===== src/core/rcgb_pkg.sv =====
`default_nettype none

package rcgb_pkg;

    // Register offsets within the system control block.
    localparam logic [11:0] RCGB_RUN_OFS    = 12'h104;
    localparam logic [11:0] RCGB_STATUS_OFS = 12'h200;
    localparam logic [11:0] RCGB_MASK_OFS   = 12'h204;
    localparam logic [11:0] RCGB_FAULT_OFS  = 12'h208;

    // Value of the gating register after reset: every unit unclocked.
    localparam logic [31:0] RCGB_RUN_RESET  = 32'h0000_0000;

    // Bits that software may change; all others read as zero.
    localparam logic [31:0] RCGB_WMASK      = 32'h000F_1037;

    // Field positions of the gating bits.
    localparam int RCGB_CNT3_POS = 19;
    localparam int RCGB_CNT2_POS = 18;
    localparam int RCGB_CNT1_POS = 17;
    localparam int RCGB_CNT0_POS = 16;
    localparam int RCGB_TWI0_POS = 12;
    localparam int RCGB_SS1_POS  = 5;
    localparam int RCGB_SS0_POS  = 4;
    localparam int RCGB_AS2_POS  = 2;
    localparam int RCGB_AS1_POS  = 1;
    localparam int RCGB_AS0_POS  = 0;

    // Number of controlled units and interrupt event bits.
    localparam int RCGB_UNITS  = 10;
    localparam int RCGB_EVENTS = 2;

    // Event bit positions in the status and mask registers.
    localparam int RCGB_EV_FAULT  = 0;
    localparam int RCGB_EV_CHANGE = 1;

    // Reset values of the side registers.
    localparam logic [RCGB_EVENTS-1:0] RCGB_EV_RESET = 2'h0;
    localparam logic [RCGB_UNITS-1:0]  RCGB_EN_RESET = 10'h000;

    // Power state of the system.
    typedef enum logic [1:0] {
        RCGB_RUN,
        RCGB_SLEEP,
        RCGB_DEEP
    } rcgb_mode_t;

    // One register bus request.
    typedef struct packed {
        logic [11:0] addr;
        logic [31:0] wdata;
        logic        wr;
        logic        rd;
    } rcgb_req_t;

    // One access aimed at a peripheral unit, select is one-hot.
    typedef struct packed {
        logic                  valid;
        logic [RCGB_UNITS-1:0] sel;
    } rcgb_acc_t;

    // Gathers the gating bits of a register image into unit order.
    function automatic logic [RCGB_UNITS-1:0] rcgb_units(
        input logic [31:0] r);
        rcgb_units = {r[RCGB_CNT3_POS], r[RCGB_CNT2_POS],
                      r[RCGB_CNT1_POS], r[RCGB_CNT0_POS],
                      r[RCGB_TWI0_POS], r[RCGB_SS1_POS],
                      r[RCGB_SS0_POS],  r[RCGB_AS2_POS],
                      r[RCGB_AS1_POS],  r[RCGB_AS0_POS]};
    endfunction

endpackage

`default_nettype wire

===== src/core/rcgb_gate_bank.sv =====
//////////////////////////////////////////////////////////////////////////////
//////////////////////////////////////////////////////////////////////////////
//
// The plain strobed port was decided locally.
`timescale 1ns/10ps
`default_nettype none

module rcgb_gate_bank (
    input  wire logic                           sys_clk_in,
    input  wire logic                           rst_in,
    input  wire rcgb_pkg::rcgb_req_t            bus_req_in,
    output var  logic [31:0]                    rdata_out,
    input  wire rcgb_pkg::rcgb_mode_t           mode_in,
    input  wire logic                           auto_clock_gating_select_in,
    input  wire logic [31:0]                    sleep_gates_in,
    input  wire logic [31:0]                    deep_gates_in,
    input  wire rcgb_pkg::rcgb_acc_t            acc_in,
    output var  logic [rcgb_pkg::RCGB_UNITS-1:0] clk_en_out,
    output var  logic                           acc_ok_out,
    output var  logic                           bus_fault_out,
    output var  logic                           irq_out
);
    import rcgb_pkg::*;

    //////////////////////////////////////////////////////////////////////////
    // Declarations.

    logic [31:0]             run_clock_gate_enables_1;
    logic [RCGB_EVENTS-1:0]  status;
    logic [RCGB_EVENTS-1:0]  mask;
    logic [RCGB_UNITS-1:0]   fault_unit;
    logic [RCGB_UNITS-1:0]   run_units;
    logic [RCGB_UNITS-1:0]   next_clk_en;
    logic [RCGB_EVENTS-1:0]  events;
    logic                    wr_run;
    logic                    wr_status;
    logic                    wr_mask;
    logic                    fault_now;
    logic [31:0]             next_rdata;

    //////////////////////////////////////////////////////////////////////////
    // Address decode of the write strobe.

    // Each write hits at most one register; unmapped writes are dropped.
    assign wr_run    = bus_req_in.wr &&
                       (bus_req_in.addr == RCGB_RUN_OFS);
    assign wr_status = bus_req_in.wr && (bus_req_in.addr == RCGB_STATUS_OFS);
    assign wr_mask   = bus_req_in.wr && (bus_req_in.addr == RCGB_MASK_OFS);

    //////////////////////////////////////////////////////////////////////////
    // Gating register.

    // Only the documented gating bits are stored; the rest stay zero.
    always_ff @(posedge sys_clk_in or posedge rst_in) begin
        if (rst_in) begin
            run_clock_gate_enables_1 <= RCGB_RUN_RESET;
        end else if (wr_run) begin
            run_clock_gate_enables_1 <= bus_req_in.wdata & RCGB_WMASK;
        end
    end

    // Gating bits gathered in unit order.
    assign run_units = rcgb_units(run_clock_gate_enables_1);

    //////////////////////////////////////////////////////////////////////////
    // Selection of the settings in force for the power state.

    // The run settings hold while running, and also in low power unless
    // automatic gating is selected.
    always_comb begin
        next_clk_en = run_units;
        if (auto_clock_gating_select_in) begin
            case (mode_in)
                RCGB_RUN: begin
                    next_clk_en = run_units;
                end
                RCGB_SLEEP: begin
                    next_clk_en = rcgb_units(sleep_gates_in);
                end
                RCGB_DEEP: begin
                    next_clk_en = rcgb_units(deep_gates_in);
                end
                default: begin
                    next_clk_en = run_units;
                end
            endcase
        end
    end

    // Enables leave a flip-flop so a clock gate cell on the unit side sees
    // them change only just after a system clock edge.
    always_ff @(posedge sys_clk_in or posedge rst_in) begin
        if (rst_in) begin
            clk_en_out <= RCGB_EN_RESET;
        end else begin
            clk_en_out <= next_clk_en;
        end
    end

    //////////////////////////////////////////////////////////////////////////
    // Access checking.

    // An access is faulted when its target unit has no clock enable.
    assign fault_now = acc_in.valid && ((acc_in.sel & clk_en_out) == '0);

    // The answer to an access comes one cycle after it.
    always_ff @(posedge sys_clk_in or posedge rst_in) begin
        if (rst_in) begin
            acc_ok_out    <= 1'b0;
            bus_fault_out <= 1'b0;
        end else begin
            acc_ok_out    <= acc_in.valid && !fault_now;
            bus_fault_out <= fault_now;
        end
    end

    // The unit of the last faulted access is kept for software.
    always_ff @(posedge sys_clk_in or posedge rst_in) begin
        if (rst_in) begin
            fault_unit <= RCGB_EN_RESET;
        end else if (fault_now) begin
            fault_unit <= acc_in.sel;
        end
    end

    //////////////////////////////////////////////////////////////////////////
    // Interrupt status and mask.

    // Events: a faulted access, and any change of the enables in force.
    assign events[RCGB_EV_FAULT]  = fault_now;
    assign events[RCGB_EV_CHANGE] = (next_clk_en != clk_en_out);

    // Sticky bits, cleared by writing one; a new event beats the clear.
    always_ff @(posedge sys_clk_in or posedge rst_in) begin
        if (rst_in) begin
            status <= RCGB_EV_RESET;
        end else if (wr_status) begin
            status <= (status & ~bus_req_in.wdata[RCGB_EVENTS-1:0]) | events;
        end else begin
            status <= status | events;
        end
    end

    // Mask register of the same layout.
    always_ff @(posedge sys_clk_in or posedge rst_in) begin
        if (rst_in) begin
            mask <= RCGB_EV_RESET;
        end else if (wr_mask) begin
            mask <= bus_req_in.wdata[RCGB_EVENTS-1:0];
        end
    end

    // Level interrupt while any unmasked status bit is set.
    always_ff @(posedge sys_clk_in or posedge rst_in) begin
        if (rst_in) begin
            irq_out <= 1'b0;
        end else begin
            irq_out <= |(status & mask);
        end
    end

    //////////////////////////////////////////////////////////////////////////
    // Read path.

    // Read data for the addressed register; unmapped addresses give zero.
    always_comb begin
        next_rdata = 32'h0000_0000;
        if (bus_req_in.rd) begin
            case (bus_req_in.addr)
                RCGB_RUN_OFS: begin
                    next_rdata = run_clock_gate_enables_1;
                end
                RCGB_STATUS_OFS: begin
                    next_rdata[RCGB_EVENTS-1:0] = status;
                end
                RCGB_MASK_OFS: begin
                    next_rdata[RCGB_EVENTS-1:0] = mask;
                end
                RCGB_FAULT_OFS: begin
                    next_rdata[RCGB_UNITS-1:0] = fault_unit;
                end
                default: begin
                    next_rdata = 32'h0000_0000;
                end
            endcase
        end
    end

    // Read data stand only in the cycle after the strobe.
    always_ff @(posedge sys_clk_in or posedge rst_in) begin
        if (rst_in) begin
            rdata_out <= 32'h0000_0000;
        end else begin
            rdata_out <= next_rdata;
        end
    end
endmodule

`default_nettype wire


===== config.mk =====
export PLATFORM = sky130hd
export DESIGN_NAME = rcgb_gate_bank
export DESIGN_NICKNAME = d
export VERILOG_FILES = /design/src/core/rcgb_pkg.sv /design/src/core/rcgb_gate_bank.sv
export SDC_FILE = /design/constraint.sdc
export NUM_CORES = 1
export LEC_CHECK = 0
export ABC_AREA = 1
export BUFFER_PORTS_ARGS = -buffer_cell sky130_fd_sc_hd__buf_2
export CAP_MARGIN = 20
export CORE_ASPECT_RATIO = 0.8
export CORE_MARGIN = 2
export CORE_UTILIZATION = 25
export CTS_BUF_LIST = sky130_fd_sc_hd__clkbuf_4 sky130_fd_sc_hd__clkbuf_8 sky130_fd_sc_hd__clkbuf_16
export DETAILED_ROUTE_END_ITERATION = 10
export PLACE_DENSITY = 0.57
export SYNTH_ARGS = -nofsm -noshare
export SYNTH_HDL_FRONTEND = slang
export SYNTH_SLANG_ARGS = --single-unit

===== constraint.sdc =====
create_clock -name sys_clk_in -period 1.53 [get_ports sys_clk_in]
set_input_delay 0.306 -clock sys_clk_in [delete_from_list [all_inputs] [get_ports sys_clk_in]]
set_output_delay 0.306 -clock sys_clk_in [all_outputs]
set_load 0.05 [all_outputs]

==> flow_summary_export.csv, run 1 <==
group,metric,value,unit
critical_path,cp.arrival,1.59,ns
clock_tree,cts.sinks,52,
cells_and_area,seqCellArea,1301,sq um
clock_tree,clockBufferDepth,2,
cells_and_area,layout.nets,587,
detailed_routing,routedWlPerCell,12.00,um
detailed_routing,vias,2481,
cells_and_area,drive_above_1_share,28.48,%
floorplanning,ios,171,
sta,min_period,1.427,ns
global_route,grt_max_degree,53,
cells_and_area,syn_to_final_growth,30.53,%
placement,place.gp.congestion,0.7765,
synthesis,avgSynthCellArea,7.591,sq um
detailed_routing,routed_wl,7250,um
power_and_ir_drop,p_sw_share,30.48,%
sta,period_share,93.24,%
clock_tree,clkTransAtPathRegs,0.07,ns
global_route,grtUsageTotal,12.58,%
placement,place_ws,-0.3265,ns
synthesis,synthTopCellsByCount,"nand2_1 (107), inv_1 (55), dfrtp_1 (52), nand3_1 (35), nor2_1 (35)",
critical_path,worstSetupPathType,"input pin to flop",
synthesis,yosysSeqAreaShare,47.75,%
cells_and_area,diodes,0,
clock_tree,numCtsBuffers,5,
detailed_routing,drt_iter0_drc,94,
critical_path,cp_data_required_time,1.70,ns
synthesis,ys_warn_count,0,
power_and_ir_drop,power_switching,1.009,mW
floorplanning,dieArea,11760,sq um
clock_tree,post-cts-setup-buffers,0,
cells_and_area,final_area,3557,sq um
critical_path,critPathLaunchType,"input pin",
sta,setup_viol,0,
power_and_ir_drop,p_int,2.301,mW
placement,dpl_cell_area,3344,sq um
sta,finalClockSkew,0.002453,ns
detailed_routing,vias_per_cell,4.108,
status,outcome,"finished clean",
power_and_ir_drop,p_seq_share,46.3,%
synthesis,syn_area,2725,sq um
synthesis,async_reset_ff_share,100.0,%
floorplanning,fp.dieH,97.38,um
clock_tree,cts_tree,"done",
global_route,gr-total-overflow,0,
synthesis,synth_cells,359,
cells_and_area,nFillCells,1169,
synthesis,yosysTopAreaCell,"dfrtp_1",
synthesis,synth_flop_cell,"dfrtp_1",
detailed_routing,first_pass_iters,4,
job,drv_cap,0,
synthesis,synthDistinctLibCells,27,
floorplanning,start_util,25.32,%
detailed_routing,drcViolationCount,0,
critical_path,path_max_fanout,5,
synthesis,ys_top_cells_by_area,"dfrtp_1 (48%), nand2_1 (15%), inv_1 (7.6%), nand3_1 (6.4%), buf_4 (5.2%)",
cells_and_area,multiInputGateArea,1159,sq um
synthesis,yosysMostFrequentCell,"nand2_1",
power_and_ir_drop,combPwrFrac,19.7,%
clock_tree,insertion_delay,0.29,ns
floorplanning,die_width,120.7,um
power_and_ir_drop,leakagePower,2.016,nW
synthesis,netlist.area_leader.share,47.75,%
sta,slew_violations,0,
placement,io_buffers,87,
sta,fmax,701.0,MHz
clock_tree,cts_root_buf,"clkbuf_16",
power_and_ir_drop,power.density,930.3,nW/um^2
synthesis,ys_seq_elements,52,
clock_tree,ctsHtreeMaxLevel,2,
floorplanning,placementRows,34,
critical_path,end_kind,"flop",
clock_tree,ctsHoldBuffers,0,
synthesis,synth_edf_count,0,
power_and_ir_drop,pwr-share-clk,34.0,%
sta,finalWorstSetupSlack,0.1034,ns
power_and_ir_drop,vdd_drop_max,0.4358,mV
placement,dp_hpwl,5706,um
worst_hold_path,min-delay-path-class,"input pin to asynchronous set/reset pin",
global_route,grt_pass1_vias,2394,
floorplanning,core-area,10760,sq um
detailed_routing,drtAntennaViolNets,0,
global_route,grt_pass1_wl,11540,um
global_route,antenna_found_initial,1,
sta,hold_violations,0,
==> kinds of logic after synthesis <==
kind of cell | synth area share, %
compound gates | 4.500
fa+ha+maj | 0.9181
buf+inv | 14.37
flops | 47.75
other cells | 0.1376
simple gates | 32.32
==> flip-flops by register name, summed over array words and instances, names as in the netlist <==
signal and cells:
rdata_out 15, clk_en_out 10, fault_unit 10, run_clock_gate_enables_1 10, mask 2, status 2
acc_ok_out 1, bus_fault_out 1, irq_out 1
==> power by group through the flow <==
stage | clock network, mW | logic [mW] | registers, mW
2_1_floorplan | 0 | 0.387 | 1.62
3_3_place_gp | 0 | 0.620 | 1.56
3_5_place_dp | 0 | 0.630 | 1.56
4_1_cts | 1.16 | 0.631 | 1.53
5_1_grt | 1.22 | 0.727 | 1.54
6_report | 1.13 | 0.650 | 1.53
==> per-stage QoR <==
step / util, % / TNS, ns / hold slack (ns) / std cells / power, mW
6_report: 33.05 / 0 / 0.05646 / 604 / 3.309
4_1_cts: 32.43 / 0 / 0.08432 / 603 / 3.322
3_3_place_gp: 31.07 / -0.2819 / 0.3926 / 595 / 2.176
3_5_place_dp: 31.07 / -0.3596 / 0.3976 / 595 / 2.189
5_1_grt: 33.05 / -0.01152 / 0.09347 / 604 / 3.489
2_1_floorplan: - / 0 / 0.3611 / 375 / 2.005
==> timing repair <==
item                       in CTS  in global routing
pin swaps                       1                  1
cloned                          0                  1
gates resized for setup         0                 12
setup endpoints to repair       1                  4
==> final cells by class <==
cell class	count	area share, %
sequential	52	36.58
inverter	57	6.120
tap	144	5.065
clock buffer	6	3.728
timing repair buffer	101	15.55
multi-input combinational	242	32.57
clock inverter	2	0.3869
==> worst paths after layout <==
kind / start / endpoint / cells after the start / slack (ns)
worst max-delay path: mode_in[0] / status[1] / 11 / 0.10
min in group sys_clk_in: bus_req_in[21] / run_clock_gate_enables_1[19] / 3 / 0.27
worst min-delay path: rst_in / run_clock_gate_enables_1[17] / 3 / 0.06
worst min register to register: fault_unit[7] / fault_unit[7] / 2 / 0.47
max in group asynchronous: rst_in / fault_unit[5] / 3 / 1.21
worst max register to register: clk_en_out[6] / fault_unit[1] / 5 / 0.15
==> cell usage in the layout (no fill, tap or decap), drive strengths merged, types with 3 or more instances in the layout <==
cell type  instances
dfrtp             52
nand3             37
nor2              41
buf              101
nand4             12
o22ai              3
inv               57
nand2            108
a21oi              8
conb              17
o21ai              7
clkbuf             6
==> layer usage <==
metal  global-route usage (%)  routed length, um  vias up
li1                         -                  -     1279
met1                    17.15               3452     1125
met2                    20.17               3330       69
met3                    3.228                406        6
met4                    2.683                 46        2
met5                        0                 13        -
==> worst max-delay path: stages <==
cell and delay (ns):
buf_2 0.10, inv_1 0.10, ha_4 0.24, nor2_4 0.20, nand3_1 0.15, nand2_1 0.11
nand2_1 0.05, nand2_1 0.07, nand2_1 0.05, nor2_1 0.12, nand3_1 0.10
(Power assumes the default switching activity.)
==> inputs of run 2 (changes only) <==
--- a/config.mk
+++ b/config.mk
@@ -10,10 +10,9 @@
 export CAP_MARGIN = 20
 export CORE_ASPECT_RATIO = 0.8
 export CORE_MARGIN = 2
-export CORE_UTILIZATION = 25
-export CTS_BUF_LIST = sky130_fd_sc_hd__clkbuf_4 sky130_fd_sc_hd__clkbuf_8 sky130_fd_sc_hd__clkbuf_16
+export CORE_UTILIZATION = 37
 export DETAILED_ROUTE_END_ITERATION = 10
-export PLACE_DENSITY = 0.57
+export PLACE_DENSITY = 0.77
 export SYNTH_ARGS = -nofsm -noshare
 export SYNTH_HDL_FRONTEND = slang
 export SYNTH_SLANG_ARGS = --single-unit
==> constraint.sdc (replaced) <==
create_clock -name sys_clk_in -period 1.53 [get_ports sys_clk_in]
set_input_delay 0.0765 -clock sys_clk_in [delete_from_list [all_inputs] [get_ports sys_clk_in]]
set_output_delay 0.0765 -clock sys_clk_in [all_outputs]
set_load 0.05 [all_outputs]
==> flow_summary_export.csv, run 2 (synthesized netlist as in run 1, its figures left out) <==
group,metric,value,unit
status,outcome,"finished clean",
clock_tree,clockBufferDepth,2,
critical_path,critPathMaxStageDelay,0.46,ns
clock_tree,insertion_delay,0.31,ns
global_route,busiest_layer,"met2",
placement,place_ws,-0.01899,ns
cells_and_area,final_common_cell,"nand2_1",
clock_tree,cts_root_buf,"clkbuf_8",
sta,finalWorstSetupSlack,0.1128,ns
cells_and_area,final_cell_mix,"nand2_1 (107), buf_2 (87), inv_1 (54), dfrtp_1 (52)",
floorplanning,core-area,6993,sq um
global_route,gr-total-overflow,0,
detailed_routing,first_pass_iters,4,
floorplanning,die_width,99.95,um
floorplanning,fp.dieH,80.76,um
clock_tree,cts.sinks,52,
power_and_ir_drop,leakagePower,1.930,nW
global_route,grt_pass1_wl,10590,um
critical_path,critPathLaunchType,"flop",
global_route,grtUsageTotal,16.60,%
critical_path,end_kind,"flop",
floorplanning,start_util,38.97,%
global_route,use_met2,27.30,%
cells_and_area,largest_reg_flops,15,
clock_tree,cts_tree,"done",
global_route,grt_pass1_vias,2384,
critical_path,crit_chain,"a22o_1 -> nor3_2 -> buf_4 -> nand4_1 -> nand2_1",
detailed_routing,drt_iter0_drc,90,
global_route,grt.met3_usage,3.528,%
sta,finalClockSkew,0.009427,ns
sta,tns,0,ns
placement,place.gp.congestion,0.8670,
cells_and_area,final_area,3302,sq um
placement,dp_hpwl,5148,um
clock_tree,clkTransAtPathRegs,0.09,ns
critical_path,cp_data_required_time,1.78,ns
placement,io_buffers,87,
sta,hold_violations,0,
cells_and_area,syn_to_final_growth,21.17,%
worst_hold_path,min-delay-path-class,"input pin to flop",
sta,fmax,705.6,MHz
sta,rsz0062_at_grt,"false",
critical_path,cp-startpoint,"clk_en_out[6]",
global_route,use_met1,22.51,%
clock_tree,ctsHtreeMaxLevel,2,
job,drv_cap,0,
critical_path,path_max_fanout,11,
critical_path,cpMaxStageDelayCell,"dfrtp_1",
floorplanning,placementRows,27,
sta,holdWs,0.01687,ns
cells_and_area,top_register,"rdata_out",
critical_path,cp.arrival,1.66,ns
critical_path,worstSetupPathType,"flop to flop",
placement,dpl_cell_area,3194,sq um
detailed_routing,routed_wl,6449,um
cells_and_area,layout.nets,577,
clock_tree,numCtsBuffers,5,
power_and_ir_drop,vdd_drop_max,0.3740,mV
cells_and_area,drive_above_1_share,24.89,%
global_route,grt_max_degree,53,
sta,period_share,92.63,%
power_and_ir_drop,power.density,887.1,nW/um^2
cells_and_area,diodes,0,
worst_hold_path,hold_start,"bus_req_in[7]",
critical_path,r2r_start,"clk_en_out[6]",
sta,slew_violations,0,
clock_tree,post-cts-setup-buffers,0,
detailed_routing,drtAntennaViolNets,0,
detailed_routing,drcViolationCount,0,
detailed_routing,routedWlPerCell,12.01,um
global_route,antenna_found_initial,0,
detailed_routing,vias_per_cell,4.583,
floorplanning,dieArea,8072,sq um
floorplanning,ios,171,
sta,min_period,1.417,ns
sta,setup_viol,0,
detailed_routing,vias,2461,
==> run 2: cell count changes in the layout (fill, tap and decap cells not counted), moves of 2 or more <==
cell | previous run | this run
buf_4 | 13 | 3
nand3_2 | 6 | 1
nand3_1 | 30 | 35
clkbuf_16 | 5 | 0
clkbuf_8 | 0 | 5
ha_1 | 0 | 2
==> run 2: cell type report <==
cell class,count,area [sq um]
fillers,693,3691
flip-flops and latches,52,1301
multi-input cells,241,1100
repair buffers,92,488.0
inverters,57,214.0
well taps,87,108.9
clock buffers,5,68.82
clock inverters,3,21.27
==> run 2: report_power, final <==
part | internal, mW | leakage [nW] | switching, mW
clock | 0.326 | 0.0445 | 0.467
combinational | 0.181 | 1.26 | 0.423
sequential | 1.47 | 0.628 | 0.0665
==> run 2: through the flow <==
step | cells | utilization (%) | power, mW
2_1_floorplan | 375 | - | 2.004
3_3_place_gp | 528 | 45.68 | 2.142
3_5_place_dp | 528 | 45.68 | 2.159
4_1_cts | 537 | 47.11 | 2.959
5_1_grt | 537 | 47.22 | 3.094
6_report | 537 | 47.22 | 2.929
==> run 2: critical path, delay by kind of cell (launching register included) <==
family	cells	cell delay (ns)
compound gates	1	0.27
flops	1	0.46
buf+inv	1	0.23
simple gates	3	0.40
==> run 2: worst paths after layout <==
kind | endpoint | slack (ns) | cells after the start
max in group asynchronous | run_clock_gate_enables_1[19] | 0.94 | 4
hold reg to reg | fault_unit[5] | 0.48 | 2
setup / recovery | fault_unit[1] | 0.11 | 5
setup reg to reg | fault_unit[1] | 0.11 | 5
hold / removal | run_clock_gate_enables_1[5] | 0.02 | 3
min in group asynchronous | fault_unit[6] | 0.36 | 4
==> run 2: what timing repair did <==
item | 4_1_cts | 5_1_grt
hold endpoints to repair | 52 | 0
setup endpoints to repair | 0 | 10
hold buffers | 1 | 0
resized for setup | 0 | 1
==> run 2: metal layers <==
metal / vias to the layer above / part of all wire, %
li1: 1252 / -
met1: 1112 / 47
met2: 90 / 45
met3: 7 / 6.7
met4: 0 / 1.0
met5: - / 0
